$ cat config.mk
export PLATFORM = sky130hd
export DESIGN_NAME = pev_regs
export DESIGN_NICKNAME = d
export VERILOG_FILES = /design/src/pkg/pev_pkg.sv /design/src/verilog/pev_regs.sv
export SDC_FILE = /design/constraint.sdc
export NUM_CORES = 1
export LEC_CHECK = 0
export BUFFER_PORTS_ARGS = -buffer_cell sky130_fd_sc_hd__clkbuf_2
export CAP_MARGIN = 0
export CORE_MARGIN = 2
export CORE_UTILIZATION = 40
export CTS_BUF_LIST = sky130_fd_sc_hd__clkbuf_8
export DETAILED_ROUTE_END_ITERATION = 8
export PLACE_DENSITY = 0.73
export SLEW_MARGIN = 25
export SYNTH_ARGS = -nofsm -noshare
export SYNTH_HDL_FRONTEND = slang
export SYNTH_SLANG_ARGS = --single-unit
$ cat constraint.sdc
create_clock -name clk -period 1.7 [get_ports clk]
set_input_delay 0.085 -clock clk [delete_from_list [all_inputs] [get_ports clk]]
set_output_delay 0.085 -clock clk [all_outputs]
set_load 0.005 [all_outputs]
$ cat src/pkg/pev_pkg.sv
/*
 Package for the partner page, receive error count and event register slice.
 Assumes a management port with 5-bit register address and 16-bit data.
*/
package pev_pkg;
    // Register addresses
    localparam logic [4:0] ADDR_PARTNER_NEXT_PAGE = 5'h08;
    localparam logic [4:0] ADDR_RX_SYMBOL_ERR_CNT = 5'h15;
    localparam logic [4:0] ADDR_EVENT_CTRL = 5'h1B;
    // Field positions in the event register
    localparam int EN_LSB = 8;
    localparam int FLAG_LSB = 0;
    // Field positions in the partner page register
    localparam int PNP_NEXT = 15;
    localparam int PNP_ACK = 14;
    localparam int PNP_MSG = 13;
    localparam int PNP_ACK2 = 12;
    localparam int PNP_TOGGLE = 11;
    // Reset values
    localparam logic [7:0] EVENT_EN_RST = 8'h00;
    localparam logic [7:0] EVENT_FLAG_RST = 8'h00;
    localparam logic [15:0] PARTNER_PAGE_RST = 16'h0000;
    localparam logic [15:0] ERR_CNT_RST = 16'h0000;
    localparam logic [15:0] ERR_CNT_MAX = 16'hFFFF;

    // Event vector, bit order matches the flag field
    typedef struct packed {
        logic jabber;
        logic rx_error;
        logic page_rx;
        logic pd_fault;
        logic partner_ack;
        logic link_down;
        logic remote_fault;
        logic link_up;
    } pev_events_t;

    // Management register access request
    typedef struct packed {
        logic rd;
        logic wr;
        logic [4:0] addr;
        logic [15:0] wdata;
    } pev_mgmt_req_t;

    // Received partner next page word
    typedef struct packed {
        logic valid;
        logic [15:0] word;
    } pev_page_t;
endpackage

$ cat src/verilog/pev_regs.sv
/*
 Partner next page, receive symbol error counter and event enable/flag registers
 of the management register slice.
 Assumes the serial management framing outside turns each access into a one-cycle
 rd or wr strobe, and that event inputs are one-cycle pulses on clk.
 Assumes the link side presents a received partner page as one word with a
 one-cycle valid, and flags each symbol error frame with a one-cycle pulse.
 Reads answer one cycle after the strobe, with zero for unmapped addresses.
 Events and the counter are sampled on every edge, reads included, so a source
 pulse that meets a clearing read is kept for the next read.
 The counter stops at its top value instead of wrapping; only a read clears it.
 Partner page fields keep the last valid word until the next one arrives.
*/
`timescale 1ns/1ps
// Notes on behaviour
// - Enable bit 15 lets jabber events raise the interrupt; resets zero.
// - Enable bit 14 gates receive error events onto the interrupt; resets zero.
// - Enable bit 13 gates page received events; resets zero.
// - Enable bit 12 gates parallel detect fault events; resets zero.
// - Enable bit 11 gates partner acknowledge events; resets zero.
// - Enable bit 10 gates link down events; resets zero.
// - Enable bit 9 gates remote fault events; resets zero.
// - Enable bit 8 gates link up events; resets zero.
// - Flag bit 7 sets on jabber, clears on read, resets zero.
// - Flag bit 6 sets on receive error, clears on read.
// - Flag bit 5 sets on page received, clears on read.
// - Flag bit 4 sets on parallel detect fault, clears on read.
// - 16-bit symbol error frame counter, cleared on read, zero after reset.
// - Partner acknowledge bit shows successful receipt of link word.
// - Partner message page bit: one message page, zero unformatted.
// - Partner second acknowledge bit: partner able to act on information.
// - Partner toggle bit: one when previous transmitted word was zero.
// - Flags 3 to 0: partner ack, link down, remote fault, link up.
module pev_regs (
    // Clock and reset
    input wire logic clk,
    input wire logic rst,
    // Management access
    input pev_pkg::pev_mgmt_req_t mgmt_req,
    output logic [15:0] mgmt_rdata,
    output logic mgmt_rvalid,
    // Link side events and received page
    input pev_pkg::pev_events_t events,
    input wire logic symbol_err_frame,
    input pev_pkg::pev_page_t partner_page,
    // Interrupt
    output logic irq
);
    // Event enables and flags, bit 7 jabber down to bit 0 link up
    logic [7:0] event_en;
    logic [7:0] next_event_en;
    logic [7:0] event_flag;
    logic [7:0] next_event_flag;

    // Symbol error frame counter
    logic [15:0] err_cnt;
    logic [15:0] next_err_cnt;
    logic [15:0] cnt_plus;
    logic cnt_full;
    logic cnt_bump;
    logic frame_in_read;

    // Partner next page, one register per field
    logic page_more;
    logic next_page_more;

    logic page_ack;
    logic next_page_ack;

    logic page_msg;
    logic next_page_msg;

    logic page_ack2;
    logic next_page_ack2;

    logic page_toggle;
    logic next_page_toggle;

    logic [10:0] page_field;
    logic [10:0] next_page_field;

    // Read port
    logic [15:0] next_mgmt_rdata;
    logic next_mgmt_rvalid;

    // Interrupt
    logic next_irq;
    logic [7:0] pend;

    // Access decode
    logic hit_page;
    logic hit_cnt;
    logic hit_event;
    logic rd_page;
    logic rd_event;
    logic rd_cnt;
    logic wr_event;

    // Input views
    logic [7:0] evt_vec;
    logic [7:0] en_wdata;
    logic [15:0] page_in;

    // Register views for the read mux
    logic [15:0] page_view;
    logic [15:0] cnt_view;
    logic [15:0] event_view;

    // Address match, shared by reads and writes
    assign hit_page = (mgmt_req.addr == pev_pkg::ADDR_PARTNER_NEXT_PAGE);
    assign hit_cnt = (mgmt_req.addr == pev_pkg::ADDR_RX_SYMBOL_ERR_CNT);
    assign hit_event = (mgmt_req.addr == pev_pkg::ADDR_EVENT_CTRL);

    // Reads and writes decode apart; both may act in one cycle
    assign rd_page = mgmt_req.rd && hit_page;
    assign rd_event = mgmt_req.rd && hit_event;
    assign rd_cnt = mgmt_req.rd && hit_cnt;
    assign wr_event = mgmt_req.wr && hit_event;

    // Only the enable half of the event register is writable
    assign en_wdata = mgmt_req.wdata[pev_pkg::EN_LSB +: 8];
    assign page_in = partner_page.word;

    assign evt_vec[7] = events.jabber;

    assign evt_vec[6] = events.rx_error;

    assign evt_vec[5] = events.page_rx;

    assign evt_vec[4] = events.pd_fault;

    // Partner ack, link down, remote fault, link up
    assign evt_vec[3] = events.partner_ack;
    assign evt_vec[2] = events.link_down;
    assign evt_vec[1] = events.remote_fault;
    assign evt_vec[0] = events.link_up;

    // Enable bits and sticky flags, one slice per event
    for (genvar i = 0; i < 8; i++) begin : g_evt
        // Enable half
        always_comb begin
            next_event_en[i] = event_en[i];
            if (wr_event) begin
                next_event_en[i] = en_wdata[i];
            end
        end

        always_ff @(posedge clk) begin
            if (rst) begin
                event_en[i] <= pev_pkg::EVENT_EN_RST[i];
            end else begin
                event_en[i] <= next_event_en[i];
            end
        end

        // Flag half
        always_comb begin
            next_event_flag[i] = event_flag[i];
            if (rd_event) begin
                next_event_flag[i] = 1'b0;
            end

            // New event wins over the read clear so none is lost
            if (evt_vec[i]) begin
                next_event_flag[i] = 1'b1;
            end
        end

        always_ff @(posedge clk) begin
            if (rst) begin
                event_flag[i] <= pev_pkg::EVENT_FLAG_RST[i];
            end else begin
                event_flag[i] <= next_event_flag[i];
            end
        end

        // Flag counts only with its enable
        assign pend[i] = next_event_flag[i] & next_event_en[i];
    end

    // Full when every bit is set; the sum is only taken below that
    assign cnt_full = (err_cnt == pev_pkg::ERR_CNT_MAX);
    assign cnt_plus = err_cnt + 16'h0001;
    assign frame_in_read = rd_cnt && symbol_err_frame;
    assign cnt_bump = symbol_err_frame && !cnt_full && !rd_cnt;

    always_comb begin
        next_err_cnt = err_cnt;

        if (rd_cnt) begin
            next_err_cnt = pev_pkg::ERR_CNT_RST;
        end

        // A frame in the read cycle starts the new count at one
        if (frame_in_read) begin
            next_err_cnt = pev_pkg::ERR_CNT_RST + 16'h0001;
        end

        // Saturate rather than wrap, so a full count is never mistaken for few
        if (cnt_bump) begin
            next_err_cnt = cnt_plus;
        end
    end

    always_ff @(posedge clk) begin
        if (rst) begin
            err_cnt <= pev_pkg::ERR_CNT_RST;
        end else begin
            err_cnt <= next_err_cnt;
        end
    end

    always_comb begin
        // Hold unless a page arrives
        next_page_more = page_more;
        next_page_ack = page_ack;
        next_page_msg = page_msg;
        next_page_ack2 = page_ack2;
        next_page_toggle = page_toggle;
        next_page_field = page_field;

        // Next page bit as received
        if (partner_page.valid) begin
            next_page_more = page_in[pev_pkg::PNP_NEXT];
        end

        if (partner_page.valid) begin
            next_page_ack = page_in[pev_pkg::PNP_ACK];
        end

        if (partner_page.valid) begin
            next_page_msg = page_in[pev_pkg::PNP_MSG];
        end

        if (partner_page.valid) begin
            next_page_ack2 = page_in[pev_pkg::PNP_ACK2];
        end

        if (partner_page.valid) begin
            next_page_toggle = page_in[pev_pkg::PNP_TOGGLE];
        end

        // Message field sits below the toggle bit
        if (partner_page.valid) begin
            next_page_field = page_in[pev_pkg::PNP_TOGGLE - 1:0];
        end
    end

    always_ff @(posedge clk) begin
        if (rst) begin
            page_more <= pev_pkg::PARTNER_PAGE_RST[pev_pkg::PNP_NEXT];
            page_ack <= pev_pkg::PARTNER_PAGE_RST[pev_pkg::PNP_ACK];
            page_msg <= pev_pkg::PARTNER_PAGE_RST[pev_pkg::PNP_MSG];
            page_ack2 <= pev_pkg::PARTNER_PAGE_RST[pev_pkg::PNP_ACK2];
            page_toggle <= pev_pkg::PARTNER_PAGE_RST[pev_pkg::PNP_TOGGLE];
            page_field <= pev_pkg::PARTNER_PAGE_RST[pev_pkg::PNP_TOGGLE - 1:0];
        end else begin
            page_more <= next_page_more;
            page_ack <= next_page_ack;
            page_msg <= next_page_msg;
            page_ack2 <= next_page_ack2;
            page_toggle <= next_page_toggle;
            page_field <= next_page_field;
        end
    end

    // Fields put back in their places for reads
    always_comb begin
        page_view = pev_pkg::PARTNER_PAGE_RST;
        page_view[pev_pkg::PNP_NEXT] = page_more;
        page_view[pev_pkg::PNP_ACK] = page_ack;
        page_view[pev_pkg::PNP_MSG] = page_msg;
        page_view[pev_pkg::PNP_ACK2] = page_ack2;
        page_view[pev_pkg::PNP_TOGGLE] = page_toggle;
        page_view[pev_pkg::PNP_TOGGLE - 1:0] = page_field;
    end

    assign cnt_view = err_cnt;

    // Enable half above flag half
    always_comb begin
        event_view = 16'h0000;
        event_view[pev_pkg::EN_LSB +: 8] = event_en;
        event_view[pev_pkg::FLAG_LSB +: 8] = event_flag;
    end

    always_comb begin
        next_mgmt_rvalid = mgmt_req.rd;
        // Unmapped reads answer zero but still answer
        next_mgmt_rdata = 16'h0000;

        // Partner page
        if (rd_page) begin
            next_mgmt_rdata = page_view;
        end

        // Counter
        if (rd_cnt) begin
            next_mgmt_rdata = cnt_view;
        end

        // Event register
        if (rd_event) begin
            next_mgmt_rdata = event_view;
        end
    end

    always_ff @(posedge clk) begin
        if (rst) begin
            mgmt_rdata <= 16'h0000;
            mgmt_rvalid <= 1'b0;
        end else begin
            mgmt_rdata <= next_mgmt_rdata;
            mgmt_rvalid <= next_mgmt_rvalid;
        end
    end

    // Summary from next state, so irq needs no extra cycle
    always_comb begin
        next_irq = |pend;
    end

    always_ff @(posedge clk) begin
        if (rst) begin
            irq <= 1'b0;
        end else begin
            irq <= next_irq;
        end
    end
endmodule

# Word-level counts from Yosys, hierarchy flattened
# Index checks and enable logic that the tools add are counted.
[totals] register_bits=66 in_bits=51 out_inout_bits=18 word_cells=80
[classes] n_addsub=1 n_eq_ne=4 muxes=30 bitwise=8 n_reduce_logical=11
[ops] cell="$mux 16" count=6
[ops] cell="$mux 1" count=24
[ops] cell="$add 16x1->16 const B" count=1
[ops] cell="$eq 16x16->1 const B" count=1
[ops] cell="$eq 5x5->1 const B" count=2
[ops] cell="$and 1x1->1" count=8
[ops] cell="$reduce_or 8->1" count=1
[ops] cell="$logic_and 1x1->1" count=7
[ops] cell="$eq 5x4->1 const B" count=1
[ops] cell="$reduce_bool 3->1" count=1
[ops] cell="$logic_not 1->1" count=2

# Depth between registers and ports, before layout
# Gate-level depths: netlist of the first run.
[logic_depth] word_depth=6 ltp_mapped=7 mapped_depth_nobuf=6

# Least setup slack after synthesis of the first run
# No wires, ideal clock.
[synth_timing] path_type="register to register" startpoint="register err_cnt[0], in the netlist cnt_view[0]" endpoint="register err_cnt[12], in the netlist cnt_view[12]" arrival_time_ns=1.573 required_ns=1.583 path_slack_ns=0.009 stages_incl_launch_ff=8 path_buffers=1 period_less_slack_ns=1.691 cell_sequence="dfxtp_1 -> ha_1 -> and3_1 -> and3_1 -> clkbuf_1 -> nor4_1 -> xnor2_1 -> nor2_1"
[synth_between] elab_chain_cells=5 word_cells_on_any_way=7 cone_classes="add/sub (1); eq/ne (1); mux (1); reduce/logical (4)"
[synth_lines] item="start, declared" line_no="pev_regs.sv:56" source="logic [15:0] err_cnt;"
[synth_lines] item="start signal, assigned" line_no="pev_regs.sv:207" source="err_cnt <= pev_pkg::ERR_CNT_RST;"
[synth_lines] item="start signal, assigned" line_no="pev_regs.sv:209" source="err_cnt <= next_err_cnt;"
[synth_lines] item="parallel branches: the longest is 5 deep, another holds $add 16x1->16"
# Several ways; the timed one is not identified.
# A chain may end at the register's enable or synchronous reset.

# Worst setup path after layout of the first run
[layout_timing] startpoint="register err_cnt[0], in the netlist cnt_view[0]" endpoint="register err_cnt[8], in the netlist cnt_view[8]"
# Same word-level chain as after synthesis.

==> results of run 1 <==
-- cell usage after synthesis (all sizes together) (3+ instances only) --
library cell,instances
nand4,4
nand3,7
xor2,5
clkbuf,11
nand2,5
o21ai,5
and3,4
a222oi,16
nor2,61
or3,3
and4,4
xnor2,6
a21oi,16
o22ai,4
buf,5
nor3,3
dfxtp,66
mux2i,25
nor4,5
-- cells by family (layout without fill, tap and decap cells) --
| group | after synthesis | after routing | share of synthesized area (%) |
|---|---|---|---|
| AO/OA/AOI/OAI | 46 | 46 | 13.0 |
| buffers and inverters | 18 | 119 | 2.87 |
| multiplexers | 25 | 25 | 9.74 |
| adder cells (fa/ha/maj) | 1 | 1 | 0.487 |
| flip-flops | 66 | 66 | 51.4 |
| XOR/XNOR | 11 | 11 | 3.75 |
| AND/OR/NAND/NOR | 101 | 101 | 18.8 |
-- power groups by stage --
stage	combinational, W	clock (W)	sequential [W]
floorplan	0.000106	0	0.00164
global placement	0.000193	0	0.00165
detailed placement	0.000198	0	0.00165
CTS	0.000237	0.00131	0.00162
global route	0.000261	0.00138	0.00162
finish	0.000239	0.00129	0.00162
-- per-stage QoR --
step	cells	power (W)	hold slack [ns]	area, µm²
after global placement	408	0.00185	0.313	3060
after floorplan	268	0.00175	0.213	2570
after global routing	446	0.00326	0.0143	3520
after CTS	445	0.00316	0.00235	3460
final	446	0.00315	0.00734	3520
after detailed placement	408	0.00185	0.318	3060
-- cell type report --
cell class / instances / share of cell area (%)
clock inverters: 7 / 1.99
clock buffers: 9 / 3.52
multi-input cells: 184 / 34.8
repair buffers: 101 / 19.2
flip-flops and latches: 66 / 37.6
inverters: 2 / 0.213
well taps: 77 / 2.74
-- critical path, cell delays in order (launching register included) --
cell,delay (ns)
sky130_fd_sc_hd__dfxtp_1,0.32
sky130_fd_sc_hd__ha_2,0.21
sky130_fd_sc_hd__and3_1,0.21
sky130_fd_sc_hd__and3_2,0.27
sky130_fd_sc_hd__buf_4,0.17
sky130_fd_sc_hd__a21oi_1,0.17
sky130_fd_sc_hd__xnor2_1,0.15
sky130_fd_sc_hd__nor2_1,0.05
-- state kept, by name, summed over array words and instances (netlist names), 8 cells and up --
| name | flops |
|---|---|
| cnt_view | 16 |
| page_field | 11 |
| event_en | 8 |
| mgmt_rdata | 16 |
| event_flag | 8 |
-- worst max path at each step --
stage	depth (start not counted)	to
4_1_cts	6	cnt_view[13]$_SDFFE_PP0P_
6_report	7	cnt_view[8]$_SDFFE_PP0P_
5_1_grt	7	cnt_view[0]$_SDFFE_PP0P_
3_5_place_dp	6	irq$_SDFF_PP0_
3_3_place_gp	6	irq$_SDFF_PP0_
2_1_floorplan	7	cnt_view[12]$_SDFFE_PP0P_
-- metal layers --
metal / up-vias / track usage (%) / wire length (µm) / part of all wire [%]
met3: 9 / 4.72 / 541 / 7.9
met1: 1173 / 24.1 / 2780 / 40
met2: 118 / 32.4 / 3470 / 50
met4: 0 / 7.62 / 97 / 1.4
li1: 1172 / - / - / -
met5: - / 0 / 0 / 0
-- repair_timing --
item,CTS,global route
resized for setup,0,9
endpoints found under the hold margin,21,1
endpoints found under the setup margin,0,9
hold buffers,21,1
==> flow_summary_export.csv, run 1 <==
group,metric,value,unit
power,switching_share,24.2,%
cts,postCtsSetupBuffers,0,
hold_path,hold_class,"primary input to flop",
status,status,"completed",
grt,grt_first_pass_wirelength,10900,µm
final_layout,final_common_cell,"sky130_fd_sc_hd__dfxtp_1",
drt,routed_wl,6880,µm
final_layout,syn_to_final_growth,36.9,%
placed_design,dp.final_hpwl,4730,µm
synthesis,synthesis.yosys.warnings,0,
sta,finalHoldViolCount,0,
synthesis,synth.yosys.seq_area_share,51.4,%
sta,layout_worst_path_cycle_share,97.2,%
synthesis,synth.top_cell.area_share,51.4,%
floorplanning,floorplan.die_area,0.00708,mm²
flow_run,maxCapViolations,0,
final_layout,filler_cell_count,521,
sta,finalSetupViolCount,0,
drt,first_pass_iters,7,
synthesis,yosys_most_used_dff,"sky130_fd_sc_hd__dfxtp_1",
synthesis,synth.avg_cell_area,9.58,µm²
floorplanning,pin_count,69,
setup_path,worstSetupStartpointType,"flop",
power,power-per-cell-area,896,mW/mm²
hold_path,worst_hold_startpoint,"partner_page[11]",
synthesis,ys_types,31,
floorplanning,core_area,0.00628,mm²
floorplanning,fp.dieW,84.1,µm
synthesis,netlist_area,0.00257,mm²
power,ir_drop_worst_vdd,0.754,mV
final_layout,num_antenna_cells,0,
final_layout,multi_input_area,0.00122,mm²
cts,numCtsBuffers,9,
placed_design,globalplace.congestion,0.941,
setup_path,setup.worst_path.start,"cnt_view[0]$_SDFFE_PP0P_",
grt,vias_in_the_first_global_route,2358,
sta,finalWorstPathRequiredPeriod,1.65,ns
power,seq_power_share,51.4,%
grt,antenna_found_initial,0,
setup_path,end_kind,"flop",
drt,via_per_inst,5.54,
placed_design,detailedPlace.worstSlack,-0.0448,ns
floorplanning,start_util,40.9,%
placed_design,port-buffer-count,60,
cts,cts_max_path_buffers,2,
cts,cts.sinks,66,
synthesis,ys_ff_latch,66,
sta,setup_tns,0,ns
power,p_clk_share,41.0,%
grt,grt_residual_overflow,0,
drt,wl_per_cell,15.4,µm
synthesis,synth_net_count,320,
synthesis,async_reset_ff_share,0,%
cts,clock_tree.htree_level_count,3,
drt,drc,0,
cts,clk_pin_slew,0.07,ns
final_layout,most-common-layout-cells,"66 x sky130_fd_sc_hd__dfxtp_1, 61 x sky130_fd_sc_hd__nor2_1, 60 x sky130_fd_sc_hd__clkbuf_2",
grt,grt.total_usage,19.4,%
sta,worst_slew_pin_slew,0.591,ns
sta,fmax,0.605,GHz
power,power_frac_comb,7.6,%
final_layout,postLayoutCoreUtil,56.0,%
final_layout,layout-drive-gt1-share,28.2,%
final_layout,layout.nets,416,
drt,final_ant_viol_nets,0,
setup_path,crit_path_max_fanout,6,
setup_path,crit_arrival,1.88,ns
sta,worst_relative_slew_slack,60.6,%
power,internal_pwr_total,0.00239,W
floorplanning,die_extent_in_y,84.1,µm
setup_path,required,1.92,ns
cts,clock_tree_from_tritoncts,"yes",
floorplanning,placementRows,29,
setup_path,ff2ff_setup_slack,0.05,ns
synthesis,synth.largest_area_cell,"sky130_fd_sc_hd__dfxtp_1",
setup_path,setup.worst_path.class,"flop to flop",
setup_path,rr_endpoint,"cnt_view[8]$_SDFFE_PP0P_",
sta,fin_worst_setup_slack,0.0482,ns
cts,worstSkewPairLatency,0.33,ns
power,switching_power,0.000762,W
sta,fin_skew,0.00529,ns
hold_path,hold-path-cell-count,3,
cts,cts-root-buf,"sky130_fd_sc_hd__clkbuf_8",
synthesis,gate_count_of_the_mapped_netlist,268,
grt,grt_start_max_net_pins,36,
setup_path,reg2regPathDepth,7,
power,p_leak,1.48,nW
drt,route.vias.total,2472,
synthesis,synth.area.top_cells,"sky130_fd_sc_hd__dfxtp_1 51%, sky130_fd_sc_hd__mux2i_1 9.7%, sky130_fd_sc_hd__nor2_1 8.9%, sky130_fd_sc_hd__a222oi_1 6.2%, sky130_fd_sc_hd__a21oi_1 3.1%",
synthesis,synth_edf_count,0,
final_layout,layout.area.seq,0.00132,mm²
setup_path,r2r-start,"cnt_view[0]$_SDFFE_PP0P_",
hold_path,timing.hold.worst_endpoint,"page_toggle$_SDFFE_PP0P_",
drt,drtIter0Drc,326,
sta,maxSlewViolCount,0,
sta,grt_setup_unrepaired,"no",
(Power assumes the default switching activity.)
==> inputs of run 2 (changes only) <==
CORE_UTILIZATION = 30   (was 40)
PLACE_DENSITY = 0.59   (was 0.73)
REMOVE_ABC_BUFFERS = 1   (was default)
SETUP_SLACK_MARGIN = 0.15   (was default)
==> run 2 against run 1 <==
  * Clock power fell by 10%
  * Die area rose by 32%
  * Largest cell class unchanged
  * Sequential cell count did not move
  * Final cell count rose by 8.1%
  * Count of clock-buffer cells in the layout rose by 3
  * Critical path depth did not move
  * Via count fell by 3.0%
  * Worst hold slack improved by 0.0012 ns
  * Highest routed layer unchanged
  * First-iteration DRC count fell by 38%
==> flow_summary_export.csv, run 2 (synthesized netlist as in run 1, its figures left out) <==
group,metric,value,unit
status,status,"completed",
grt,antenna_found_initial,0,
setup_path,path_delay_family,"simple AND/OR/NAND/NOR gates",
setup_path,worst_path_max_delay_cell,"sky130_fd_sc_hd__dfxtp_2",
grt,grt_first_pass_wirelength,11300,µm
cts,clock_tree.htree_level_count,3,
grt,vias_in_the_first_global_route,2343,
sta,layout_worst_path_cycle_share,88.5,%
floorplanning,pin_count,69,
setup_path,required,1.91,ns
drt,first_pass_iters,5,
hold_path,timing.hold.worst_endpoint,"mgmt_rvalid$_SDFF_PP0_",
setup_path,sum_of_buffers_and_inverters_on_the_critical_path,1,
floorplanning,placementRows,33,
power,ir_drop_worst_vdd,0.460,mV
grt,grt_start_max_net_pins,52,
drt,routed_wl,7060,µm
final_layout,syn_to_final_growth,42.9,%
sta,fmax,0.664,GHz
grt,grt_residual_overflow,0,
final_layout,layout.nets,428,
floorplanning,die_extent_in_y,96.5,µm
sta,finalHoldViolCount,0,
cts,cts.sinks,66,
cts,cts-root-buf,"sky130_fd_sc_hd__clkbuf_8",
setup_path,cp_cell_sequence,"ha_4 -> and3_4 -> and3_4 -> buf_6 -> and3_4 -> o21ai_1 -> a21oi_1",
final_layout,final_common_cell,"sky130_fd_sc_hd__nor2_1",
flow_run,maxCapViolations,0,
drt,route.vias.total,2399,
power,p_leak,1.53,nW
final_layout,layout-drive-gt1-share,32.4,%
floorplanning,start_util,31.1,%
sta,maxSlewViolCount,0,
grt,grt.total_usage,16.2,%
cts,numCtsBuffers,9,
final_layout,num_antenna_cells,0,
setup_path,end_kind,"flop",
placed_design,globalplace.congestion,0.842,
cts,cts_max_path_buffers,2,
sta,finalWorstPathRequiredPeriod,1.50,ns
hold_path,worst_hold_startpoint,"mgmt_req[22]",
floorplanning,core_area,0.00826,mm²
hold_path,hold_class,"primary input to flop",
floorplanning,fp.dieW,96.5,µm
cts,worstSkewPairLatency,0.35,ns
setup_path,setup.worst_path.class,"flop to flop",
setup_path,critical-path-top-cell-by-count,"sky130_fd_sc_hd__and3_4",
setup_path,crit_path_max_fanout,6,
setup_path,reg2regPathDepth,7,
power,power-per-cell-area,827,mW/mm²
setup_path,ff2ff_setup_slack,0.20,ns
cts,clk_pin_slew,0.07,ns
sta,worst_relative_slew_slack,53.8,%
placed_design,dp.final_hpwl,4900,µm
placed_design,port-buffer-count,60,
floorplanning,floorplan.die_area,0.00932,mm²
final_layout,most-common-layout-cells,"61 x sky130_fd_sc_hd__nor2_1, 60 x sky130_fd_sc_hd__dfxtp_1, 60 x sky130_fd_sc_hd__clkbuf_2",
sta,worst_slew_pin_slew,0.689,ns
drt,wl_per_cell,14.6,µm
sta,finalSetupViolCount,0,
drt,via_per_inst,4.98,
setup_path,crit_arrival,1.72,ns
setup_path,worstSetupStartpointType,"flop",
sta,fin_skew,0.00765,ns
drt,drc,0,
cts,clock_tree_from_tritoncts,"yes",
hold_path,hold-path-cell-count,2,
sta,holdWs,0.00857,ns
setup_path,timing.critical_path.slowest_cell_delay,0.34,ns
sta,grt_setup_unrepaired,"yes",
setup_path,rr_endpoint,"cnt_view[0]$_SDFFE_PP0P_",
setup_path,crit_cells,7,
drt,final_ant_viol_nets,0,
final_layout,finish.cell_count_without_fillers,482,
placed_design,place_inst,445,
drt,drtIter0Drc,201,
setup_path,r2r-start,"cnt_view[0]$_SDFFE_PP0P_",
-- run 2: worst max-delay path by stage --
stage                                      endpoint  slack, ns                     start
after floorplan            mgmt_rdata[0]$_SDFF_PP0_      -0.10              mgmt_req[18]
after global placement               irq$_SDFF_PP0_      -0.05              mgmt_req[18]
after detailed placement   mgmt_rdata[8]$_SDFF_PP0_       -0.1              mgmt_req[18]
after CTS                  cnt_view[0]$_SDFFE_PP0P_       0.16  cnt_view[0]$_SDFFE_PP0P_
after global routing      cnt_view[15]$_SDFFE_PP0P_       0.13  cnt_view[0]$_SDFFE_PP0P_
final                      cnt_view[0]$_SDFFE_PP0P_       0.20  cnt_view[0]$_SDFFE_PP0P_
-- run 2: final cells by class --
| class | instances | area [µm²] |
|---|---|---|
| sequential | 66 | 1330 |
| inverter | 2 | 7.51 |
| timing repair buffer | 113 | 782 |
| fill | 825 | 4590 |
| clock buffer | 12 | 165 |
| tap | 105 | 131 |
| multi-input combinational | 184 | 1260 |
-- run 2: repair_timing --
| item | CTS | global route |
|---|---|---|
| hold endpoints to repair | 24 | 0 |
| hold buffers | 24 | 0 |
| pin swaps | 0 | 6 |
| resized for setup | 5 | 21 |
| endpoints found under the setup margin | 10 | 15 |
| buffers inserted | 0 | 1 |
-- run 2: power breakdown --
group | leakage, nW | switching (W) | internal [W]
combinational | 0.900 | 0.000120 | 0.000138
clock | 0.0863 | 0.000544 | 0.000616
sequential | 0.541 | 0.0000250 | 0.00159
-- run 2: through the flow --
step	setup TNS, ns	power [W]	worst slack [ns]	instance area, µm²	util [%]
CTS	0	0.00306	0.158	3590	43.5
finish	0	0.00304	0.195	3670	44.5
detailed placement	-0.686	0.00186	-0.0983	3160	38.3
global placement	-0.333	0.00186	-0.0536	3160	38.3
floorplan	-1.62	0.00172	-0.101	2500	-
global route	0	0.00315	0.130	3670	44.5
-- run 2: routing by layer --
layer  track usage, %  routed length [µm]  vias up
met1             21.2                3220     1139
met3             3.88                 344       10
met2             24.9                3390       66
met5                0                   0        -
li1                 -                   -     1184
met4             7.98                 105        0
